$ cat config.mk
export PLATFORM = sky130hd
export DESIGN_NAME = slps_strap_latch
export DESIGN_NICKNAME = d
export VERILOG_FILES = /design/src/slps_pkg.sv /design/src/slps_strap_latch.sv
export VERILOG_INCLUDE_DIRS = /design/src
export SDC_FILE = /design/constraint.sdc
export NUM_CORES = 1
export LEC_CHECK = 0
export ABC_AREA = 1
export BUFFER_PORTS_ARGS = -buffer_cell sky130_fd_sc_hd__buf_2
export CORE_MARGIN = 5
export CORE_UTILIZATION = 25
export CTS_BUF_LIST = sky130_fd_sc_hd__clkbuf_8
export DETAILED_ROUTE_END_ITERATION = 8
export PLACE_DENSITY_LB_ADDON = 0.1
export RECOVER_POWER = 100
export SKIP_CTS_REPAIR_TIMING = 1
export SLEW_MARGIN = 0
export SYNTH_ARGS = -nofsm -noshare
export SYNTH_HDL_FRONTEND = slang
export SYNTH_SLANG_ARGS = --single-unit
$ cat constraint.sdc
create_clock -name core_clk -period 1.7 [get_ports core_clk]
set_clock_uncertainty 0.1 [all_clocks]
set_input_delay 0 -clock core_clk [delete_from_list [all_inputs] [get_ports core_clk]]
set_output_delay 0 -clock core_clk [all_outputs]
set_load 0.05 [all_outputs]
$ cat src/slps_regs.svh
`ifndef SLPS_REGS_SVH
`define SLPS_REGS_SVH
// Function
// - Straps set default configuration on every reset
// - Capture strap levels at reset release
// - Serial pins have exactly two modes
// - Pull-ups on data-out and clock select bus slave
// - No pull on both pins selects ROM master
// - Pin functions follow the selected mode
// - Capture on power-on and external reset release
// - Boot goes host-config or one-time-config

// Strap sense codes from the pad resistor detector
`define SLPS_SENSE_NONE 2'h0
`define SLPS_SENSE_PU 2'h1
`define SLPS_SENSE_PD 2'h2
`define SLPS_SENSE_W 2
// Firmware signature address in the ROM
`define SLPS_SIG_ADDR 16'hFFFA
`endif

$ cat src/slps_pkg.sv
package slps_pkg;
  typedef enum logic [0:0] {
    SLPS_MODE_ROM = 1'b0,
    SLPS_MODE_HOST = 1'b1
  } slps_mode_t;
  typedef enum logic [1:0] {
    SLPS_ST_RESET = 2'b00,
    SLPS_ST_LATCH = 2'b01,
    SLPS_ST_HOLD = 2'b10
  } slps_state_t;
endpackage : slps_pkg

$ cat src/slps_strap_latch.sv
`include "slps_regs.svh"

module slps_strap_latch (
  // Clock and reset (power-on reset folded in by the reset tree)
  input wire logic core_clk,
  input wire logic rst_n,
  // Strap sense from pad detectors
  input wire logic [1:0] dataOutSense,
  input wire logic [1:0] clockSense,
  // Pad inputs
  input wire logic romDataInPin,
  input wire logic hostBusDataPinIn,
  input wire logic hostBusClockPinIn,
  input wire logic fixedPortCountStrapIn,
  input wire logic chargingPortsStrapIn,
  // Core side ROM master
  input wire logic romSelect,
  input wire logic romDataOut,
  input wire logic romClock,
  // Core side host bus slave
  input wire logic hostDataDriveLow,
  input wire logic hostClockDriveLow,
  // Pad drives, enables active low
  output logic romChipSelectN,
  output logic romChipSelectOeN,
  output logic dataOutPinOut,
  output logic dataOutPinOeN,
  output logic clockPinOut,
  output logic clockPinOeN,
  // Core side results
  output logic romDataIn,
  output logic hostBusDataIn,
  output logic hostBusClockIn,
  output logic fixedPortCountStrap,
  output logic chargingPortsStrap,
  output logic hostMode,
  output logic strapsValid,
  output logic bootToHostConfig,
  output logic bootToOtpConfig
);

  slps_pkg::slps_state_t state;
  slps_pkg::slps_mode_t mode;
  logic sampledHost;

  function automatic logic pullUpSeen(input logic [`SLPS_SENSE_W-1:0] s);
    pullUpSeen = (s == `SLPS_SENSE_PU);
  endfunction : pullUpSeen

  // ---------------------------------------------
  // Latch sequencing
  // ---------------------------------------------
  always_ff @(posedge core_clk) begin
    if (!rst_n) begin
      state <= slps_pkg::SLPS_ST_RESET;
    end else begin
      case (state)
        slps_pkg::SLPS_ST_RESET: state <= slps_pkg::SLPS_ST_LATCH;
        slps_pkg::SLPS_ST_LATCH: state <= slps_pkg::SLPS_ST_HOLD;
        default: state <= slps_pkg::SLPS_ST_HOLD;
      endcase
    end
  end

  // Mode decision from the sensed straps
  always_comb begin
    sampledHost = pullUpSeen(dataOutSense) && pullUpSeen(clockSense);
  end

  // First clock after release captures, then hold
  always_ff @(posedge core_clk) begin
    if (!rst_n) begin
      mode <= slps_pkg::SLPS_MODE_ROM;
      hostMode <= 1'b0;
      strapsValid <= 1'b0;
      bootToHostConfig <= 1'b0;
      bootToOtpConfig <= 1'b0;
    end else if (state == slps_pkg::SLPS_ST_RESET) begin
      // Anything else than both pull-ups means ROM master
      mode <= sampledHost ? slps_pkg::SLPS_MODE_HOST : slps_pkg::SLPS_MODE_ROM;
      hostMode <= sampledHost;
      strapsValid <= 1'b1;
      bootToHostConfig <= sampledHost;
      bootToOtpConfig <= !sampledHost;
    end // Held until next reset
  end

  // Extra straps only meaningful in host bus mode
  always_ff @(posedge core_clk) begin
    if (!rst_n) begin
      fixedPortCountStrap <= 1'b0;
      chargingPortsStrap <= 1'b0;
    end else if (state == slps_pkg::SLPS_ST_RESET && sampledHost) begin
      fixedPortCountStrap <= fixedPortCountStrapIn;
      chargingPortsStrap <= chargingPortsStrapIn;
    end
  end

  // ---------------------------------------------
  // Pin function routing
  // ---------------------------------------------
  always_ff @(posedge core_clk) begin
    if (!rst_n) begin
      romChipSelectN <= 1'b1;
      romChipSelectOeN <= 1'b1;
      dataOutPinOut <= 1'b0;
      dataOutPinOeN <= 1'b1;
      clockPinOut <= 1'b0;
      clockPinOeN <= 1'b1;
      romDataIn <= 1'b0;
      hostBusDataIn <= 1'b1;
      hostBusClockIn <= 1'b1;
    end else if (state != slps_pkg::SLPS_ST_HOLD) begin
      romChipSelectOeN <= 1'b1;
      dataOutPinOeN <= 1'b1;
      clockPinOeN <= 1'b1;
    end else if (mode == slps_pkg::SLPS_MODE_ROM) begin
      romChipSelectN <= !romSelect;
      romChipSelectOeN <= 1'b0;
      dataOutPinOut <= romDataOut;
      dataOutPinOeN <= 1'b0;
      clockPinOut <= romClock;
      clockPinOeN <= 1'b0;
      romDataIn <= romDataInPin;
      hostBusDataIn <= 1'b1;
      hostBusClockIn <= 1'b1;
    end else begin
      romChipSelectN <= 1'b1;
      romChipSelectOeN <= 1'b1;
      dataOutPinOut <= 1'b0;
      dataOutPinOeN <= !hostDataDriveLow;
      clockPinOut <= 1'b0;
      clockPinOeN <= !hostClockDriveLow;
      romDataIn <= 1'b0;
      hostBusDataIn <= hostBusDataPinIn;
      hostBusClockIn <= hostBusClockPinIn;
    end
  end

  // ---------------------------------------------
  // Checks
  // ---------------------------------------------
  a_host_select: assert property (@(posedge core_clk) disable iff (!rst_n)
    state == slps_pkg::SLPS_ST_RESET |=> hostMode == $past(sampledHost))
    else $error("mode not taken from straps");
  a_rom_default: assert property (@(posedge core_clk) disable iff (!rst_n)
    state == slps_pkg::SLPS_ST_RESET && !sampledHost |=> !hostMode)
    else $error("rom mode not selected");
  a_capture_release: assert property (@(posedge core_clk)
    !rst_n |=> !strapsValid)
    else $error("valid during reset");
  a_capture_once: assert property (@(posedge core_clk) disable iff (!rst_n)
    $rose(rst_n) |=> strapsValid)
    else $error("no capture after release");
  a_mode_hold: assert property (@(posedge core_clk) disable iff (!rst_n)
    strapsValid |=> $stable(hostMode) && $stable(fixedPortCountStrap))
    else $error("latched value changed");
  a_boot_path: assert property (@(posedge core_clk) disable iff (!rst_n)
    strapsValid |-> bootToHostConfig == hostMode
      && bootToOtpConfig == !hostMode)
    else $error("wrong boot path");
  a_two_modes: assert property (@(posedge core_clk) disable iff (!rst_n)
    strapsValid |-> hostMode == (mode == slps_pkg::SLPS_MODE_HOST))
    else $error("mode flags disagree");
  a_rom_pins: assert property (@(posedge core_clk) disable iff (!rst_n)
    state == slps_pkg::SLPS_ST_HOLD && !hostMode
      |=> !clockPinOeN && !romChipSelectOeN)
    else $error("rom pins not driven");
  a_host_pins: assert property (@(posedge core_clk) disable iff (!rst_n)
    strapsValid && hostMode |-> romChipSelectOeN && romChipSelectN)
    else $error("chip select driven in host mode");
  a_reset_state: assert property (@(posedge core_clk)
    !rst_n |=> state == slps_pkg::SLPS_ST_RESET)
    else $error("reset state not entered");
  a_host_drain: assert property (@(posedge core_clk) disable iff (!rst_n)
    state == slps_pkg::SLPS_ST_HOLD && hostMode |=> !dataOutPinOut && !clockPinOut)
    else $error("host pins not open drain");
  a_pull_down_rom: assert property (@(posedge core_clk) disable iff (!rst_n)
    state == slps_pkg::SLPS_ST_RESET && (dataOutSense == `SLPS_SENSE_PD
      || clockSense == `SLPS_SENSE_PD) |=> !hostMode)
    else $error("pull-down gave host mode");
  a_no_pull_rom: assert property (@(posedge core_clk) disable iff (!rst_n)
    state == slps_pkg::SLPS_ST_RESET && dataOutSense == `SLPS_SENSE_NONE
      && clockSense == `SLPS_SENSE_NONE |=> !hostMode)
    else $error("no pull gave host mode");
  a_strap_zero: assert property (@(posedge core_clk) disable iff (!rst_n)
    strapsValid && !hostMode |-> !fixedPortCountStrap && !chargingPortsStrap)
    else $error("straps taken in rom mode");
  a_rom_in_idle: assert property (@(posedge core_clk) disable iff (!rst_n)
    strapsValid && hostMode |-> !romDataIn)
    else $error("rom input active in host mode");
  a_host_in_idle: assert property (@(posedge core_clk) disable iff (!rst_n)
    strapsValid && !hostMode |-> hostBusDataIn && hostBusClockIn)
    else $error("bus inputs active in rom mode");
  a_pads_quiet: assert property (@(posedge core_clk) disable iff (!rst_n)
    state != slps_pkg::SLPS_ST_HOLD
      |=> dataOutPinOeN && clockPinOeN && romChipSelectOeN)
    else $error("pads driven before capture");
  a_boot_one_hot: assert property (@(posedge core_clk) disable iff (!rst_n)
    strapsValid |-> bootToHostConfig != bootToOtpConfig)
    else $error("boot path not one hot");
  a_strap_capture: assert property (@(posedge core_clk) disable iff (!rst_n)
    state == slps_pkg::SLPS_ST_RESET && sampledHost
      |=> fixedPortCountStrap == $past(fixedPortCountStrapIn))
    else $error("strap not captured");

  // ---------------------------------------------
  // Cover points
  // ---------------------------------------------

  c_host_mode: cover property (@(posedge core_clk) disable iff (!rst_n)
    $rose(strapsValid) && hostMode);
  c_rom_mode: cover property (@(posedge core_clk) disable iff (!rst_n)
    $rose(strapsValid) && !hostMode);
  c_pin_change_held: cover property (@(posedge core_clk) disable iff (!rst_n)
    strapsValid && $changed(dataOutSense));
  c_pull_down: cover property (@(posedge core_clk) disable iff (!rst_n)
    state == slps_pkg::SLPS_ST_RESET && dataOutSense == `SLPS_SENSE_PD);
  c_midrun_reset: cover property (@(posedge core_clk)
    strapsValid ##1 !rst_n);

endmodule : slps_strap_latch

==> metrics.txt, run 1 <==
pwr dens=988 nW/µm²; Slew headroom=59.7%; largest net degree at the start of global routing=10; global placement routability congestion=0.665; fin crit share=92.1%; most area-hungry cell type in the Yosys netlist=dfxtp_1; CP Launch Type=register; DIE AREA=~3500 µm²; Max Clock Freq=639 MHz; area of the multi-input gates=~220 µm²; Syn Inst Count=68; Max Cap Viol=0; register area share after synthesis=52.8%; syn_nets=84; Least-Margin Pin Slew=0.607 ns; Reg2Reg Depth=5; Syn Area/Cell=8.92 µm²; drt drc=0; status=completed; leak pwr=between 0.3 and 0.4 nW; drt via density=4.08; total track usage=7.94%; RR Startpoint=state[0]; hpwl dp=about 1100 µm; nets@finish=131; CP Cell Sequence=nor2_4 -> nand3_4 -> nor2_1 -> nor2_1 -> dlygate4sd3_1; number of global-route vias before repair=504; top-area cell type share of the netlist area=52.8%; Detailed Routing Iterations Pass 1=4; M1 GR Usage=9.62%; Initial Utilization=26.9%; GR peak layer=met2; 1st-iter DRT viols=6; crit-path max cell delay=roughly 0.54 ns; met3 usage=5.23%; Ports=31; DRT Wirelength=1440 µm; register clock-pin slew on the reported worst setup and hold paths=about 0.060 ns; CTS tree=yes; # clock sinks=16; sequential cell area=320 µm²; Vias=575; Synth Warn #=0; pre-CTS WS=0.541 ns; TritonCTS buffer count=3; Critical Path Most Common Cell=nor2_1; Finish-stage setup viols=0; final setup margin=~0.13 ns; Worst setup EP type=register; Ant. Diodes=0; Worst path slowest cell=dlygate4sd3_1; VDD IR-drop max=between 0.5 and 0.6 mV; worst min-delay path category=in2reg; HP Start=clockSense[1]; antenna violations before repair=0; CP Max Fanout=6; commonest non-fill, non-tap cells in the layout=16 x dfxtp_1, 16 x clkbuf_1, 14 x nand2_1, 14 x buf_2, 13 x dlygate4sd3_1; core box area=2250 µm²; count of final max-slew check failures=0; synth top area cells=dfxtp_1 53%, nand2_1 8.7%, nand3_1 4.9%; DR WL/cell=10.2 µm; Core Rows=17; antenna viol nets, final=0; Synth Register Bits=16; Final min period=1.57 ns; synth unique cells=19; met2 usage=11.5%; Fin. Hold Viols=0; grt ovf=0; worst skew pair latency=0.25 ns; Critical Path AT=1.60 ns; CTS max path bufs=2; Area growth syn-to-layout=49.1%; H-tree depth=1; hold depth=4; fill count=between 200 and 300; r2r endpoint=fixedPortCountStrap; # port buffers=30; RSZ-0062 raised after global routing=no; Req. time, crit path=1.73 ns; critical path class=reg2reg; synthesized area=607 µm²; Root Buffer=clkbuf_8; utilization of the core after routing=between 40 and 50%; Die X=59.3 µm; Setup TNS=0 ns; Worst R2R Setup Slack=0.13 ns; WHS Endpoint=bootToHostConfig; Die Span Y=59.3 µm; first-pass GRT wire length=2090 µm; layout cells sized above 1=between 20 and 25%
==> cells in the mapped netlist <==
cell	count
nor2_8	1
nand3_4	1
nor2_1	8
clkinv_1	1
a21oi_1	3
dfxtp_1	16
nor3_1	1
nor3b_2	1
nand2_2	1
inv_2	2
o21ai_1	3
inv_1	3
inv_4	1
nand3_1	6
nor2_4	2
buf_4	1
o21ai_2	2
nand2_1	14
nor2_2	1
==> area by class of cell <==
cell class,count,area share [%]
sequential,16,35.4
multi-input combinational,44,24.2
inverter,7,3.18
clock buffer,3,4.56
timing repair buffer,43,28.8
tap,28,3.87
==> report_power, final <==
group | total, mW | switching (mW) | internal [mW]
clock network | 0.278 | 0.121 | 0.157
registers | 0.420 | 0.0177 | 0.402
logic | 0.196 | 0.135 | 0.0607
==> worst max-delay path: cells and delay by family, from the launching register on <==
kind	cells	cell delay (ns)
simple gates	4	0.44
flops	1	0.36
buf+inv	1	0.54
==> worst max-delay path by stage <==
stage	startpoint	endpoint	slack, ns
6_report	state[0]	fixedPortCountStrap	0.13
5_1_grt	state[0]	fixedPortCountStrap	0.01
4_1_cts	bootToHostConfig	hostBusClockIn	0.53
3_5_place_dp	bootToHostConfig	hostBusDataIn	0.54
3_3_place_gp	bootToHostConfig	hostBusDataIn	0.54
2_1_floorplan	bootToHostConfig	hostBusClockIn	0.19
==> registers in the layout, indices dropped and copies added, names as in the netlist <==
signal and cells:
bootToHostConfig 1, bootToOtpConfig 1, chargingPortsStrap 1, clockPinOeN 1, clockPinOut 1, dataOutPinOeN 1
dataOutPinOut 1, fixedPortCountStrap 1, hostBusClockIn 1, hostBusDataIn 1, romChipSelectN 1, romChipSelectOeN 1
romDataIn 1, state 2, strapsValid 1
==> kinds of logic after synthesis <==
family | share of synthesized area, %
AO/OA/AOI/OAI | 7.83
flip-flops | 52.8
AND/OR/NAND/NOR | 33.4
buffers and inverters | 5.98
==> metrics by stage <==
| step | instance area (µm²) | hold WS, ns | power (mW) | cells |
|---|---|---|---|---|
| finish | 905 | 0.00502 | 0.894 | 141 |
| global route | 905 | 0.0361 | 0.943 | 141 |
| CTS | 826 | -0.185 | 0.907 | 128 |
| detailed placement | 785 | 0.0775 | 0.623 | 125 |
| global placement | 785 | 0.0802 | 0.624 | 125 |
| floorplan | 607 | -0.0211 | 0.570 | 68 |
==> layer usage <==
| layer | wire [µm] | vias up |
|---|---|---|
| met2 | 630 | 21 |
| li1 | - | 307 |
| met1 | 649 | 245 |
| met3 | 144 | 2 |
| met5 | 0 | - |
| met4 | 11 | 0 |
Note: power is estimated with default switching activity, not from simulation.
==> run 2: changes to the inputs <==
--- a/config.mk
+++ b/config.mk
@@ -12,6 +12,7 @@
 export CORE_UTILIZATION = 25
 export CTS_BUF_LIST = sky130_fd_sc_hd__clkbuf_8
 export DETAILED_ROUTE_END_ITERATION = 8
+export HOLD_SLACK_MARGIN = 0.06
 export PLACE_DENSITY_LB_ADDON = 0.1
 export RECOVER_POWER = 100
 export SKIP_CTS_REPAIR_TIMING = 1
==> run 2 against run 1 <==
  * Die area unchanged
  * Largest cell class unchanged
  * Final cell count increased by 1.4%
  * Final area up 2.2%
  * Combinational power about the same
  * Highest routed layer unchanged
  * Global-route usage stayed put
  * Total power increased by 0.44%
  * Sequential cell count unchanged
  * Non-clock buffer count rose by 2
==> metrics.txt, run 2 (synthesis results as in run 1) <==
worst min-delay path category=in2reg; Finish-stage setup viols=0 (unchanged); max FFs per register=2 (unchanged); Sw Pwr=275 µW (+0.61%); pwr dens=971 nW/µm² (-1.7%); RSZ-0062 raised after global routing=no; grt ovf=0 (unchanged); hpwl dp=1080 µm (unchanged); first-pass GRT wire length=2090 µm (unchanged); nets@finish=133 (+1.5%); largest net degree at the start of global routing=10 (unchanged); Largest Register=state; fill count=268 (-0.37%); Internal Power=622 µW (+0.36%); worst path bufs/invs=3 (+2); DRT Wirelength=1460 µm (+1.8%); Detailed Routing Iterations Pass 1=4 (unchanged); CP Max Fanout=6 (unchanged); Worst setup EP type=register; global placement routability congestion=0.665 (unchanged); leak pwr=0.405 nW (+1.4%); Req. time, crit path=1.73 ns (about the same); Initial Utilization=26.9% (unchanged); pre-CTS WS=0.541 ns (unchanged); status=completed; drt via density=4.05 (-0.71%); DR WL/cell=10.2 µm (+0.39%); H-tree depth=1 (unchanged); CP Launch Type=input pin; 1st-iter DRT viols=5 (-1); sequential fraction of design power=46.8% (-0.2 points); CP Cell Sequence=dlygate4sd3_1 -> buf_2 -> nor2_1 -> nand3_4 -> nor2_1 -> nor2_1 -> dlygate4sd3_1; VDD IR-drop max=0.569 mV (+0.59%); area of the multi-input gates=219 µm² (unchanged); CTS max path bufs=2 (unchanged); Critical Path AT=1.62 ns (+0.02 ns); Die X=59.3 µm (unchanged); Die Span Y=59.3 µm (unchanged); critical path class=in2reg; Slew headroom=59.7% (unchanged); sw frac=30.7% (+0.054 points); Max Clock Freq=630 MHz (-1.3%); fin crit share=93.3% (+1.2 points); Worst path slowest cell=dlygate4sd3_1; CP delay by family, top=buffers and inverters; Ports=31 (unchanged); utilization of the core after routing=41.0% (+0.89 points); sequential cell area=320 µm² (unchanged); core box area=2250 µm² (unchanged); Max Cap Viol=0 (unchanged); Fin. Hold Viols=0 (unchanged); Power Total=898 µW (+0.44%); commonest non-fill, non-tap cells in the layout=16 x dfxtp_1, 16 x clkbuf_1, 15 x dlygate4sd3_1, 14 x nand2_1, 14 x buf_2; Critical Path Most Common Cell=nor2_1; DIE AREA=3510 µm² (unchanged); Setup TNS=0 ns (unchanged); # clock sinks=16 (unchanged); Finished Cell Area=925 µm² (+2.2%); drt drc=0 (unchanged); Area growth syn-to-layout=52.4%; TritonCTS buffer count=3 (unchanged); count of final max-slew check failures=0 (unchanged); Root Buffer=clkbuf_8; number of global-route vias before repair=504 (unchanged); Least-Margin Pin Slew=0.607 ns (unchanged); Ant. Diodes=0 (unchanged); CTS tree=yes; final setup margin=0.113 ns (-0.0211 ns); clock network power share=31.1% (about the same); placed cell area=785 µm² (unchanged); antenna viol nets, final=0 (unchanged); Vias=579 (+0.70%); antenna violations before repair=0 (unchanged); total track usage=7.94% (unchanged); Comb pwr share=22.1% (+0.2 points); worst skew pair latency=0.25 ns (about the same); crit-path max cell delay=0.54 ns (about the same); Core Rows=17 (unchanged); register clock-pin slew on the reported worst setup and hold paths=0.06 ns (about the same); Final min period=1.59 ns (+0.0211 ns); # port buffers=30 (unchanged); layout cells sized above 1=20.0% (-0.35 points)
## run 2: changes by cell type in the layout (fill, tap and decap cells not counted), sizes merged
cell and change:
dlygate4sd3 +2
## run 2: layout make-up
class	instances	share of cell area, %
Tap cell	28	3.79
Timing Repair Buffer	45	30.3
Clock buffer	3	4.47
Inverter	7	3.11
Sequential cell	16	34.6
Multi-Input combinational cell	44	23.7
## run 2: power by group through the flow
stage	clock, mW	sequential [mW]	combinational, mW
global route	0.307	0.424	0.215
CTS	0.291	0.420	0.196
global placement	0	0.428	0.196
floorplan	0	0.505	0.0658
finish	0.279	0.420	0.198
detailed placement	0	0.428	0.195
## run 2: worst reg2reg max path: stages, from the launching register on
cell	delay (ns)
dfxtp_1	0.36
nor2_4	0.18
nand3_4	0.12
nor2_1	0.10
nor2_1	0.05
dlygate4sd3_1	0.54
## run 2: final timing paths
path                   startpoint                   to  slack [ns]  cells after the start
hold / removal    dataOutSense[1]      bootToOtpConfig        0.12                      4
setup reg to reg         state[0]  fixedPortCountStrap        0.13                      5
hold reg to reg       clockPinOut          clockPinOut        0.37                      2
setup / recovery    clockSense[1]  fixedPortCountStrap        0.11                      7
## run 2: per-layer routing
layer	wire (µm)	track usage [%]	part of all wire, %	vias up
li1	-	-	-	311
met1	671	9.62	46	245
met2	633	11.5	43	21
met3	144	5.23	9.9	2
met4	11	1.94	0.75	0
met5	0	0	0	-
## run 2: metrics by stage
stage               hold WS (ns)  instances
floorplan                -0.0211         68
global placement          0.0802        125
detailed placement        0.0775        125
CTS                       -0.185        128
global route               0.163        143
finish                     0.117        143
